File: src/asr_consts.svh
// Register offsets, field positions, reset values and timing counts for the serial block
`ifndef ASR_CONSTS_SVH
`define ASR_CONSTS_SVH

// Register offsets
`define ASR_A_RATE 2'h0
`define ASR_A_CTRL 2'h1
`define ASR_A_STAT 2'h2
`define ASR_A_DATA 2'h3

// Rate register fields
`define ASR_F_RSEL 2:0
`define ASR_F_PSEL 5:4

// Control register fields
`define ASR_B_TXON 3
`define ASR_B_IDIE 4
`define ASR_B_RFIE 5
`define ASR_B_TX_DONE_IRQ_ON 6
`define ASR_B_TEIE 7

// Status register fields
`define ASR_B_FE 1
`define ASR_B_NF 2
`define ASR_B_OVR 3
`define ASR_B_IDLE 4
`define ASR_B_RXF 5
`define ASR_B_TC 6
`define ASR_B_TX_BUFFER_EMPTY_FLAG 7
`define ASR_TX_FLAGS 8'hC0

// Reset values
`define ASR_RST_PSEL 2'h0
`define ASR_RST_CTRL 8'h00
`define ASR_RST_STAT 8'h00

// Timing counts in sample-clock ticks and bits
`define ASR_RT_LAST 4'hF
`define ASR_RT_S0 4'h7
`define ASR_RT_S1 4'h8
`define ASR_RT_S2 4'h9
`define ASR_BIT_LAST 4'hF
`define ASR_STOP_BIT 4'h9
`define ASR_IDLE_RT 8'hA0

`endif

File: src/asr_pkg.sv
// Types shared by the serial rate and flag block
package asr_pkg;
	typedef enum logic [1:0] {ASR_TX_IDLE, ASR_TX_SHIFT} asr_tx_state_t;
	typedef enum logic [1:0] {ASR_RX_IDLE, ASR_RX_BITS} asr_rx_state_t;
	typedef logic [7:0] asr_byte_t;
	typedef logic [1:0] asr_addr_t;
endpackage

File: src/asr_serial.sv
// Asynchronous serial port with rate chain, transmitter, receiver and status flags
//
// Overview of operation
// - Rate select divides prescaler output by 1 to 128, giving 16x sample clock.
// - Bit clock is the 16x sample clock divided by sixteen.
// - Rate select keeps its value over reset and is writable any time.
// - Switching the transmitter on sets buffer-empty and done flags.
// - Buffer-empty flag with its mask set requests an interrupt.
// - Done flag with its mask set requests an interrupt.
// - Hardware sets each flag; only the software clearing sequence clears it.
// - Switching transmitter off lets the character in flight finish.
// - Only device reset stops the transmitter at once.
// - Disabled while idle, the pin returns to general I/O on a bit tick.
// - Disabled mid-character, queued characters are dropped; pin released afterwards.
// - Done and buffer-empty set when that last character ends.
// - Receiver keeps five flags; full, overrun and idle may interrupt.
// - Full flag set when a character lands in the holding buffer.
// - On overrun the new character is dropped, buffer kept.
// - Overrun sets the overrun flag instead of the full flag.
// - Noise and framing describe the held character and never interrupt.
// - Line is idle after one whole character time at one.
// - Idle flag set only on busy-to-idle change, not repeatedly.
//
// The address map and the address-and-strobe port are this design's own decisions.
`timescale 1ns/100ps
`include "asr_consts.svh"

module asr_serial (
	input wire logic core_clk,
	input wire logic resetn,
	input wire asr_pkg::asr_addr_t reg_addr,
	input wire asr_pkg::asr_byte_t reg_wdata,
	input wire logic reg_wr,
	input wire logic reg_rd,
	output asr_pkg::asr_byte_t reg_rdata,
	input wire logic rx_pin,
	output logic tx_pin_out,
	output logic tx_pin_oe,
	output logic irq_req
);
	import asr_pkg::*;

	// Mask of low counter bits that must all be one for a divided tick
	function automatic logic [6:0] rate_mask(input logic [2:0] sel);
		rate_mask = 7'h7F >> (3'h7 - sel);
		if (sel == 3'h0) begin
			rate_mask = 7'h00;
		end
	endfunction

	// Two-of-three vote on the three centre samples
	function automatic logic vote(input logic [2:0] s);
		vote = (s[0] & s[1]) | (s[1] & s[2]) | (s[0] & s[2]);
	endfunction

	logic [2:0] rate_divider_select;
	logic [1:0] prescaler_select_q;
	asr_byte_t ctrl_q;
	logic [1:0] pre_cnt_q;
	logic pre_tick;
	logic [6:0] rdiv_cnt_q;
	logic rt_tick;
	logic [3:0] bdiv_cnt_q;
	logic bit_tick;
	asr_byte_t stat_q;
	asr_byte_t seen_q;
	asr_byte_t set_flags;
	asr_byte_t clr_flags;
	asr_byte_t tx_holding_buffer;
	logic hold_full_q;
	logic [9:0] tx_shift_q;
	logic [3:0] tx_bit_q;
	asr_tx_state_t tx_state_q;
	logic tx_on_prev_q;
	logic tx_done_evt;
	logic tx_load;
	asr_byte_t rx_holding_buffer;
	asr_rx_state_t rx_state_q;
	logic [3:0] rx_rt_q;
	logic [3:0] rx_bit_q;
	logic [2:0] rx_samp_q;
	logic [8:0] rx_shift_q;
	logic rx_noise_q;
	logic rx_end;
	logic rx_stop;
	logic rx_noisy;
	logic [7:0] idle_cnt_q;
	logic line_busy_q;
	logic idle_evt;
	logic tx_on_bit;
	logic wr_data;
	logic rd_data;
	logic rd_stat;

	assign tx_on_bit = ctrl_q[`ASR_B_TXON];
	assign wr_data = reg_wr && (reg_addr == `ASR_A_DATA);
	assign rd_data = reg_rd && (reg_addr == `ASR_A_DATA);
	assign rd_stat = reg_rd && (reg_addr == `ASR_A_STAT);

	// Rate select register, deliberately outside the reset net
	always_ff @(posedge core_clk) begin
		if (reg_wr && reg_addr == `ASR_A_RATE) begin
			rate_divider_select <= reg_wdata[`ASR_F_RSEL];
		end
	end

	// Prescaler select and control register
	always_ff @(posedge core_clk or negedge resetn) begin
		if (!resetn) begin
			prescaler_select_q <= `ASR_RST_PSEL;
			ctrl_q <= `ASR_RST_CTRL;
		end else if (reg_wr) begin
			if (reg_addr == `ASR_A_RATE) begin
				prescaler_select_q <= reg_wdata[`ASR_F_PSEL];
			end
			if (reg_addr == `ASR_A_CTRL) begin
				ctrl_q <= reg_wdata;
			end
		end
	end

	// Prescaler: divides core clock by select plus one
	always_ff @(posedge core_clk or negedge resetn) begin
		if (!resetn) begin
			pre_cnt_q <= 2'h0;
		end else if (pre_tick) begin
			pre_cnt_q <= 2'h0;
		end else begin
			pre_cnt_q <= pre_cnt_q + 2'h1;
		end
	end
	assign pre_tick = (pre_cnt_q == prescaler_select_q);

	// Binary rate divider giving the 16x sample clock
	always_ff @(posedge core_clk or negedge resetn) begin
		if (!resetn) begin
			rdiv_cnt_q <= 7'h00;
		end else if (pre_tick) begin
			rdiv_cnt_q <= rdiv_cnt_q + 7'h01;
		end
	end
	assign rt_tick = pre_tick && ((rdiv_cnt_q & rate_mask(rate_divider_select)) ==
		rate_mask(rate_divider_select));

	// Divide by sixteen for the bit clock
	always_ff @(posedge core_clk or negedge resetn) begin
		if (!resetn) begin
			bdiv_cnt_q <= 4'h0;
		end else if (rt_tick) begin
			bdiv_cnt_q <= bdiv_cnt_q + 4'h1;
		end
	end
	assign bit_tick = rt_tick && (bdiv_cnt_q == `ASR_BIT_LAST);

	// Transmit holding buffer: written only while the transmitter is on
	always_ff @(posedge core_clk or negedge resetn) begin
		if (!resetn) begin
			tx_holding_buffer <= 8'h00;
			hold_full_q <= 1'b0;
		end else if (!tx_on_bit) begin
			hold_full_q <= 1'b0;
		end else if (wr_data) begin
			tx_holding_buffer <= reg_wdata;
			hold_full_q <= 1'b1;
		end else if (tx_load) begin
			hold_full_q <= 1'b0;
		end
	end

	// Shifter loads on a bit tick when idle or ending a stop bit, enabled and a character waits
	assign tx_load = bit_tick && hold_full_q && tx_on_bit &&
		(tx_state_q == ASR_TX_IDLE || tx_bit_q == `ASR_STOP_BIT);

	// Character ends after the stop bit; queue empty or transmitter off
	assign tx_done_evt = bit_tick && tx_state_q == ASR_TX_SHIFT &&
		tx_bit_q == `ASR_STOP_BIT && !tx_load;

	// Transmit shifter: disable never cuts a frame short
	always_ff @(posedge core_clk or negedge resetn) begin
		if (!resetn) begin
			tx_state_q <= ASR_TX_IDLE;
			tx_shift_q <= 10'h3FF;
			tx_bit_q <= 4'h0;
		end else begin
			case (tx_state_q)
				ASR_TX_IDLE: begin
					if (tx_load) begin
						tx_shift_q <= {1'b1, tx_holding_buffer, 1'b0};
						tx_bit_q <= 4'h0;
						tx_state_q <= ASR_TX_SHIFT;
					end
				end
				ASR_TX_SHIFT: begin
					if (tx_load) begin
						tx_shift_q <= {1'b1, tx_holding_buffer, 1'b0};
						tx_bit_q <= 4'h0;
					end else if (tx_done_evt) begin
						tx_shift_q <= 10'h3FF;
						tx_state_q <= ASR_TX_IDLE;
					end else if (bit_tick) begin
						tx_shift_q <= {1'b1, tx_shift_q[9:1]};
						tx_bit_q <= tx_bit_q + 4'h1;
					end
				end
				default: begin
					tx_state_q <= ASR_TX_IDLE;
				end
			endcase
		end
	end

	// Pin ownership: taken on enable, released on a bit tick once idle and off
	always_ff @(posedge core_clk or negedge resetn) begin
		if (!resetn) begin
			tx_pin_oe <= 1'b0;
			tx_pin_out <= 1'b1;
			tx_on_prev_q <= 1'b0;
		end else begin
			tx_on_prev_q <= tx_on_bit;
			tx_pin_out <= tx_shift_q[0];
			if (tx_on_bit) begin
				tx_pin_oe <= 1'b1;
			end else if (bit_tick && tx_state_q == ASR_TX_IDLE) begin
				tx_pin_oe <= 1'b0;
			end
		end
	end

	// Receive sampler: start detect, three centre samples per bit
	assign rx_end = rt_tick && rx_state_q == ASR_RX_BITS &&
		rx_rt_q == `ASR_RT_LAST && rx_bit_q == `ASR_STOP_BIT;
	assign rx_stop = vote(rx_samp_q);
	assign rx_noisy = rx_noise_q || (rx_samp_q != 3'h0 && rx_samp_q != 3'h7);
	always_ff @(posedge core_clk or negedge resetn) begin
		if (!resetn) begin
			rx_state_q <= ASR_RX_IDLE;
			rx_rt_q <= 4'h0;
			rx_bit_q <= 4'h0;
			rx_samp_q <= 3'h7;
			rx_shift_q <= 9'h000;
			rx_noise_q <= 1'b0;
		end else if (rt_tick) begin
			case (rx_state_q)
				ASR_RX_IDLE: begin
					if (!rx_pin) begin
						rx_state_q <= ASR_RX_BITS;
						rx_rt_q <= 4'h1;
						rx_bit_q <= 4'h0;
						rx_noise_q <= 1'b0;
					end
				end
				ASR_RX_BITS: begin
					rx_rt_q <= rx_rt_q + 4'h1;
					if (rx_rt_q == `ASR_RT_S0) begin
						rx_samp_q[0] <= rx_pin;
					end
					if (rx_rt_q == `ASR_RT_S1) begin
						rx_samp_q[1] <= rx_pin;
					end
					if (rx_rt_q == `ASR_RT_S2) begin
						rx_samp_q[2] <= rx_pin;
					end
					if (rx_rt_q == `ASR_RT_LAST) begin
						rx_noise_q <= rx_noisy;
						rx_bit_q <= rx_bit_q + 4'h1;
						if (rx_bit_q == 4'h0 && vote(rx_samp_q)) begin
							rx_state_q <= ASR_RX_IDLE; // False start
						end else if (rx_bit_q == `ASR_STOP_BIT) begin
							rx_state_q <= ASR_RX_IDLE;
						end else if (rx_bit_q != 4'h0) begin
							rx_shift_q <= {vote(rx_samp_q), rx_shift_q[8:1]};
						end
					end
				end
				default: begin
					rx_state_q <= ASR_RX_IDLE;
				end
			endcase
		end
	end

	// Receive holding buffer: kept on overrun
	always_ff @(posedge core_clk or negedge resetn) begin
		if (!resetn) begin
			rx_holding_buffer <= 8'h00;
		end else if (rx_end && !stat_q[`ASR_B_RXF]) begin
			rx_holding_buffer <= rx_shift_q[8:1];
		end
	end

	// Idle detect: one character time of ones after the line was busy
	always_ff @(posedge core_clk or negedge resetn) begin
		if (!resetn) begin
			idle_cnt_q <= 8'h00;
			line_busy_q <= 1'b0;
		end else if (!rx_pin) begin
			idle_cnt_q <= 8'h00;
			line_busy_q <= 1'b1;
		end else if (rt_tick && idle_cnt_q != `ASR_IDLE_RT) begin
			idle_cnt_q <= idle_cnt_q + 8'h01;
		end else if (idle_evt) begin
			line_busy_q <= 1'b0;
		end
	end
	assign idle_evt = line_busy_q && idle_cnt_q == `ASR_IDLE_RT;

	// Flag set conditions
	always_comb begin
		set_flags = 8'h00;
		set_flags[`ASR_B_TX_BUFFER_EMPTY_FLAG] = tx_load || (tx_on_bit && !tx_on_prev_q) ||
			(tx_done_evt && !tx_on_bit);
		set_flags[`ASR_B_TC] = tx_done_evt || (tx_on_bit && !tx_on_prev_q);
		set_flags[`ASR_B_RXF] = rx_end && !stat_q[`ASR_B_RXF];
		set_flags[`ASR_B_OVR] = rx_end && stat_q[`ASR_B_RXF];
		set_flags[`ASR_B_NF] = rx_end && !stat_q[`ASR_B_RXF] && rx_noisy;
		set_flags[`ASR_B_FE] = rx_end && !stat_q[`ASR_B_RXF] && !rx_stop;
		set_flags[`ASR_B_IDLE] = idle_evt;
	end

	// Clear conditions: armed by status read, fired by data access
	always_comb begin
		clr_flags = 8'h00;
		clr_flags[`ASR_B_TX_BUFFER_EMPTY_FLAG] = wr_data && seen_q[`ASR_B_TX_BUFFER_EMPTY_FLAG];
		clr_flags[`ASR_B_TC] = wr_data && seen_q[`ASR_B_TC];
		clr_flags[`ASR_B_RXF] = rd_data && seen_q[`ASR_B_RXF];
		clr_flags[`ASR_B_OVR] = rd_data && seen_q[`ASR_B_OVR];
		clr_flags[`ASR_B_NF] = rd_data && seen_q[`ASR_B_NF];
		clr_flags[`ASR_B_FE] = rd_data && seen_q[`ASR_B_FE];
		clr_flags[`ASR_B_IDLE] = rd_data && seen_q[`ASR_B_IDLE];
	end

	// Sticky flags, a set in the same cycle as a clear wins
	always_ff @(posedge core_clk or negedge resetn) begin
		if (!resetn) begin
			stat_q <= `ASR_RST_STAT;
		end else begin
			stat_q <= (stat_q & ~clr_flags) | set_flags;
		end
	end

	// Arming snapshot of the status register
	always_ff @(posedge core_clk or negedge resetn) begin
		if (!resetn) begin
			seen_q <= 8'h00;
		end else if (rd_stat) begin
			seen_q <= stat_q;
		end else if (wr_data) begin
			seen_q <= seen_q & ~`ASR_TX_FLAGS;
		end else if (rd_data) begin
			seen_q <= seen_q & `ASR_TX_FLAGS;
		end
	end

	// Read data, valid the cycle after the strobe
	always_ff @(posedge core_clk or negedge resetn) begin
		if (!resetn) begin
			reg_rdata <= 8'h00;
		end else if (reg_rd) begin
			case (reg_addr)
				`ASR_A_RATE: reg_rdata <= {2'h0, prescaler_select_q, 1'b0, rate_divider_select};
				`ASR_A_CTRL: reg_rdata <= ctrl_q;
				`ASR_A_STAT: reg_rdata <= stat_q;
				`ASR_A_DATA: reg_rdata <= rx_holding_buffer;
				default: reg_rdata <= 8'h00;
			endcase
		end else begin
			reg_rdata <= 8'h00;
		end
	end

	// One request line for all enabled sources; noise and framing excluded
	always_ff @(posedge core_clk or negedge resetn) begin
		if (!resetn) begin
			irq_req <= 1'b0;
		end else begin
			irq_req <= (stat_q[`ASR_B_TX_BUFFER_EMPTY_FLAG] && ctrl_q[`ASR_B_TEIE]) ||
				(stat_q[`ASR_B_TC] && ctrl_q[`ASR_B_TX_DONE_IRQ_ON]) ||
				((stat_q[`ASR_B_RXF] || stat_q[`ASR_B_OVR]) && ctrl_q[`ASR_B_RFIE]) ||
				(stat_q[`ASR_B_IDLE] && ctrl_q[`ASR_B_IDIE]);
		end
	end
endmodule

File: config.mk
export PLATFORM = sky130hd
export DESIGN_NAME = asr_serial
export DESIGN_NICKNAME = d
export VERILOG_FILES = /design/src/asr_pkg.sv /design/src/asr_serial.sv
export VERILOG_INCLUDE_DIRS = /design/src
export SDC_FILE = /design/constraint.sdc
export NUM_CORES = 1
export LEC_CHECK = 0
export BUFFER_PORTS_ARGS = -buffer_cell sky130_fd_sc_hd__buf_4
export CAP_MARGIN = 10
export CORE_UTILIZATION = 66
export CTS_BUF_LIST = sky130_fd_sc_hd__clkbuf_8
export CTS_CLUSTER_DIAMETER = 120
export DETAILED_ROUTE_END_ITERATION = 16
export PLACE_DENSITY = 0.82
export SLEW_MARGIN = 20
export SYNTH_ARGS = -nofsm -noshare
export SYNTH_HDL_FRONTEND = slang
export SYNTH_SLANG_ARGS = --single-unit
File: constraint.sdc
create_clock -name core_clk -period 4.55 [get_ports core_clk]
set_clock_uncertainty 0.05 [all_clocks]
set_input_delay 0.6825 -clock core_clk [delete_from_list [all_inputs] [get_ports core_clk]]
set_output_delay 0.6825 -clock core_clk [all_outputs]
set_load 0.05 [all_outputs]
# ---- Word-level counts from Yosys, hierarchy flattened
# Index checks and enable logic that the tools add are counted.
dict set report classes {
  muxes 44
  reduce_logical 78
  shifts 1
  eq_ne 31
  add_sub_neg 8
  bitwise 11
}
# cell count
set op_table {}
lappend op_table {{two-way mux 10 bit} 4}
lappend op_table {{two-way mux 8 bit} 5}
lappend op_table {{logical AND 1 bit} 37}
lappend op_table {{one-hot mux 8 bit (4 select lines)} 1}
lappend op_table {{two-way mux 4 bit} 7}
lappend op_table {{equality test 4 bit, second input constant} 6}
lappend op_table {{one-hot mux 4 bit (2 select lines)} 3}
lappend op_table {{one-hot mux 10 bit (2 select lines)} 1}
lappend op_table {{AND reduction 3 bit} 6}
lappend op_table {{adder 4 x 1 -> 4 bit, second input constant} 4}
lappend op_table {{two-way mux 2 bit} 8}
lappend op_table {{AND reduction 4 bit} 3}
lappend op_table {{two-way mux 1 bit} 10}
lappend op_table {{inequality test 2 bit, second input constant} 5}
lappend op_table {{AND reduction 2 bit} 5}
lappend op_table {{nonzero test 2 bit} 5}
lappend op_table {{logical OR 1 bit} 9}
lappend op_table {{inequality test 3 bit, second input constant} 3}
lappend op_table {{adder 8 x 1 -> 8 bit, second input constant} 1}
lappend op_table {{bitwise AND 8 bit} 1}
lappend op_table {{equality test 8 bit, second input constant} 1}
lappend op_table {{inequality test 2 x 1 -> 1 bit, second input constant} 4}
lappend op_table {{inequality test 8 bit, second input constant} 1}
lappend op_table {{inverter 8 bit} 1}
lappend op_table {{other kinds (27)} 42}
dict set report word_totals {
  wordCells 203
  inputBits 15
  regBits 119
  output_inout_bits 11
}

# ---- Depth between registers and ports, before layout
dict set report logic_depth {
  ltp_word 15
  ltp_mapped 8
  depth_no_buf 7
}

# ---- Worst setup path before layout
# OpenSTA, ideal clock, no wires.
dict set report synth_timing {
  path_kind {in2reg}
  startpoint {in reg_addr[0]}
  endpoint {reg prescaler_select_q[0]}
  path_stages 4
  path_buffers 2
  required_ns 4.375
  arrival_time_ns 1.969
  slack_ns 2.407
  setup_ns 0.125
  cell_sequence {clkbuf_1 > buf_1 > nor3b_1 > mux2_2}
}
dict set report synth_between {
  elab_chain_len 2
}
# item line
set synth_lines {}
lappend synth_lines {{from (decl)} asr_serial.sv:31} ;# input wire asr_pkg::asr_addr_t reg_addr,
lappend synth_lines {{logical NOT 2 bit} --}
lappend synth_lines {{AND reduction 2 bit (no source line)} --}
lappend synth_lines {{to (signal assigned)} asr_serial.sv:110} ;# prescaler_select_q <= `ASR_RST_PSEL;
lappend synth_lines {{to (signal assigned)} asr_serial.sv:114} ;# prescaler_select_q <= reg_wdata[`ASR_F_PSEL];
lappend synth_lines {{to (decl)} asr_serial.sv:57} ;# logic [1:0] prescaler_select_q;
# Every way passes these cells.
# A chain may end at the register's enable or synchronous reset.

# ---- Worst setup path after layout
dict set report layout_timing {
  startpoint {reg pre_cnt_q[0]}
  endpoint {reg rx_holding_buffer[0]}
}
dict set report layout_between {
  elab_chain_len 6
}
# item line
set layout_lines {}
lappend layout_lines {{from (decl)} asr_serial.sv:59} ;# logic [1:0] pre_cnt_q;
lappend layout_lines {{from (signal assigned)} asr_serial.sv:129} ;# pre_cnt_q <= pre_cnt_q + 2'h1;
lappend layout_lines {{equality test 2 bit} asr_serial.sv:132} ;# assign pre_tick = (pre_cnt_q == prescaler_select_q);
lappend layout_lines {{logical AND 1 bit} asr_serial.sv:142} ;# assign rt_tick = pre_tick && ((rdiv_cnt_q & rate_mask(rate_divider_select)) ==
lappend layout_lines {{logical AND 1 bit} asr_serial.sv:230} ;# assign rx_end = rt_tick && rx_state_q == ASR_RX_BITS &&
lappend layout_lines {{logical AND 1 bit (no source line) (2 in a row)} --}
lappend layout_lines {{logical AND 1 bit} asr_serial.sv:286} ;# end else if (rx_end && !stat_q[`ASR_B_RXF]) begin
lappend layout_lines {{to (signal assigned)} asr_serial.sv:287} ;# rx_holding_buffer <= rx_shift_q[8:1];
lappend layout_lines {{to (decl)} asr_serial.sv:77} ;# asr_byte_t rx_holding_buffer;
# Every way passes these cells.

==> reports/metrics.cfg <==
[synth]
synth_seq_area_share = 0.5295
postSynthAreaPerCell_um2 = 11.22
synth_most_common_cell = dfrtp_1
yosysTopAreaCell = dfrtp_1
synth_top_area_frac = 0.4496
yosys-top-cells-count = 97 x dfrtp_1, 43 x nand2_1, 38 x mux2_2
synth_edf_count = 3
synthCells = 481
syn_nets = 508
synth_area_leaders = dfrtp_1 45%, mux2_2 7.9%, dfstp_2 6.3%
async_reset_ff_frac = 0.9735
yosysWarnings = 0
synth_cell_type_count = 60
syn-cell-area_mm2 = 0.005399
synth_seq_cells = 113
ys.flop_type = dfrtp_1

[power]
switchingPower_mw = 0.9445
p_seq_frac = 0.456
p_int_mw = 1.912
clkPwrFrac = 0.333
p_leak_nw = 2.649
swShare = 0.3306
p_per_area_mw_per_mm2 = 472.1
power_frac_comb = 0.211
vdd_drop_max_mv = 0.2416

[finish]
multi_input_area_mm2 = 0.002390
regArea_mm2 = 0.002859
nFillCells = 487
fin_nets = 533
antenna_cells = 0
drive_gt1_frac = 0.2351
area_delta_synth_final_pct = 12.07

[min_path]
worstHoldPathType = in -> async

[placed_design]
gp_congestion = 0.8886
hpwlAfterDp_um = 8033
dp_slack_ns = 1.883
portBuffers = 25

[job]
drv_cap = 0

[global_routing]
grt_overflow = 0
grt_first_pass_wirelength_um = 20180
antenna_found_initial = 0
grt_pass1_vias = 4021
grt_max_degree = 62
grtUsageTotal = 0.3158

[die]
num_rows = 32
core_area_mm2 = 0.007807
start_util = 0.6915
pin_count = 26
die_w_um = 92.45
dieArea_mm2 = 0.008546
die_h_um = 92.45

[route]
drc_errors = 0
avgRoutedWirePerCell_um = 20.08
first_iter_violations = 352
dr.pass1.iters = 5
via_count = 4072
viasPerCell = 6.557
route.antenna.remaining_nets = 0
drt-total-wl_um = 12470

[setup_path]
crit_path_start_kind = flop
crit_required_ns = 4.81
critPathMaxFanout = 27
critical_path_class = reg -> reg
arrival_ns = 3.03
setup.worst_path.end_class = flop

[sta]
min_period_ns = 2.761
finalCritPeriodShare = 0.6068
relSlewSlack = 0.4447
worst_slack_ns = 1.789
worstMarginPinSlew_ns = 0.8311
setup_tns_ns = 0
setup_viol = 0
slew_viol_final = 0
rsz0062_at_grt = false
max_freq_mhz = 362.2
hold_viol_final = 0

[cts]
cts-root-buf = clkbuf_8
ctsResizeCount = 0
cts_made_buffers = 17
post-cts-setup-buffers = 0
cts_buffer_depth = 2
clock_latency_ns = 0.43
clk_pin_slew_ns = 0.07
cts_htree_levels = 4
hold_buffers = 0
cts_tree = built
cts.sinks = 113

[run_status]
outcome = completed

[critical path, stage by stage, from the launching register on]
cell and delay [ns]:
dfrtp_1 0.43, xnor2_1 0.21, and2_1 0.36, nand2_2 0.44, nor4_4 0.72, mux2_2 0.41
[sequential cells by signal, summed over array words and instances, names as in the netlist, 7 cells and up]
| name | flops |
|---|---|
| ctrl_q | 8 |
| idle_cnt_q | 8 |
| rdiv_cnt_q | 7 |
| reg_rdata | 8 |
| rx_holding_buffer | 8 |
| rx_shift_q | 8 |
| seen_q | 7 |
| stat_q | 7 |
| tx_holding_buffer | 8 |
| tx_shift_q | 9 |
[metrics by stage]
step           hold slack, ns  std cells  area, um^2  utilization  power [mW]
2_1_floorplan          0.3019        481        5399            -       1.707
3_3_place_gp           0.3253        589        5645       0.7231       1.863
6_report               0.2848        621        6051       0.7750       2.857
3_5_place_dp           0.3274        589        5650       0.7237       1.894
5_1_grt                0.3295        621        6051       0.7750       2.976
4_1_cts                0.2986        621        6051       0.7750       2.846
[placed cells by master, fill, tap and decap left out, types with 9 or more instances in the layout]
| cell | n |
|---|---|
| o31ai_1 | 13 |
| ha_1 | 12 |
| mux2_2 | 38 |
| nor3_1 | 11 |
| buf_4 | 28 |
| o21ai_0 | 21 |
| nand2_1 | 43 |
| a21oi_1 | 16 |
| dfstp_2 | 13 |
| or3_1 | 9 |
| dfrtp_1 | 97 |
| and3_1 | 12 |
| clkbuf_8 | 21 |
| nand3_1 | 19 |
| a31oi_1 | 11 |
| inv_1 | 17 |
| nor2_1 | 12 |
[power by group through the flow]
stage               Combinational [mW]  Clock (mW)  Sequential (mW)
floorplan                        0.425           0             1.28
finish                           0.602       0.952             1.30
detailed placement               0.586           0             1.31
global route                     0.652        1.01             1.32
CTS                              0.598       0.953             1.29
global placement                 0.563           0             1.30
[worst paths after layout]
| path | start | endpoint | slack (ns) | cells past startpoint |
|---|---|---|---|---|
| setup / recovery | pre_cnt_q[0]$_DFF_PN0_ | rx_holding_buffer[0]$_DFFE_PN0P_ | 1.79 | 5 |
| hold / removal | resetn | rx_bit_q[0]$_DFFE_PN0P_ | 0.28 | 1 |
| setup reg to reg | pre_cnt_q[0]$_DFF_PN0_ | rx_holding_buffer[0]$_DFFE_PN0P_ | 1.79 | 5 |
| hold reg to reg | tx_shift_q[0]$_DFFE_PN1P_ | tx_pin_out$_DFF_PN1_ | 0.33 | 0 |
| max in group asynchronous | resetn | tx_shift_q[0]$_DFFE_PN1P_ | 3.23 | 2 |
| min in group core_clk | tx_shift_q[0]$_DFFE_PN1P_ | tx_pin_out$_DFF_PN1_ | 0.33 | 0 |
[metal layers]
| metal | vias to the layer above | GRT usage | routed length (um) |
|---|---|---|---|
| li1 | 1826 | - | - |
| met3 | 24 | 0.06897 | 740 |
| met5 | - | 0 | 0 |
| met2 | 157 | 0.4981 | 6118 |
| met4 | 0 | 0.1341 | 257 |
| met1 | 2065 | 0.4246 | 5355 |
[cell families after synthesis]
group	Yosys count	share of synthesized area
buffers and inverters	39	0.02874
multiplexers	45	0.1015
AO/OA/AOI/OAI	105	0.1356
XOR/XNOR	12	0.01947
flip-flops	113	0.5295
AND/OR/NAND/NOR	154	0.1555
adder cells (fa/ha/maj)	13	0.02966
[cell type report]
cell class / count / area share
Clock buffer: 21 / 0.04777
Inverter: 17 / 0.01055
Timing Repair Buffer: 28 / 0.03474
Clock inverter: 11 / 0.01840
Tap cell: 102 / 0.02109
Multi-Input combinational cell: 329 / 0.3950
Sequential cell: 113 / 0.4725
No activity file was read; power rests on OpenSTA's default activity.
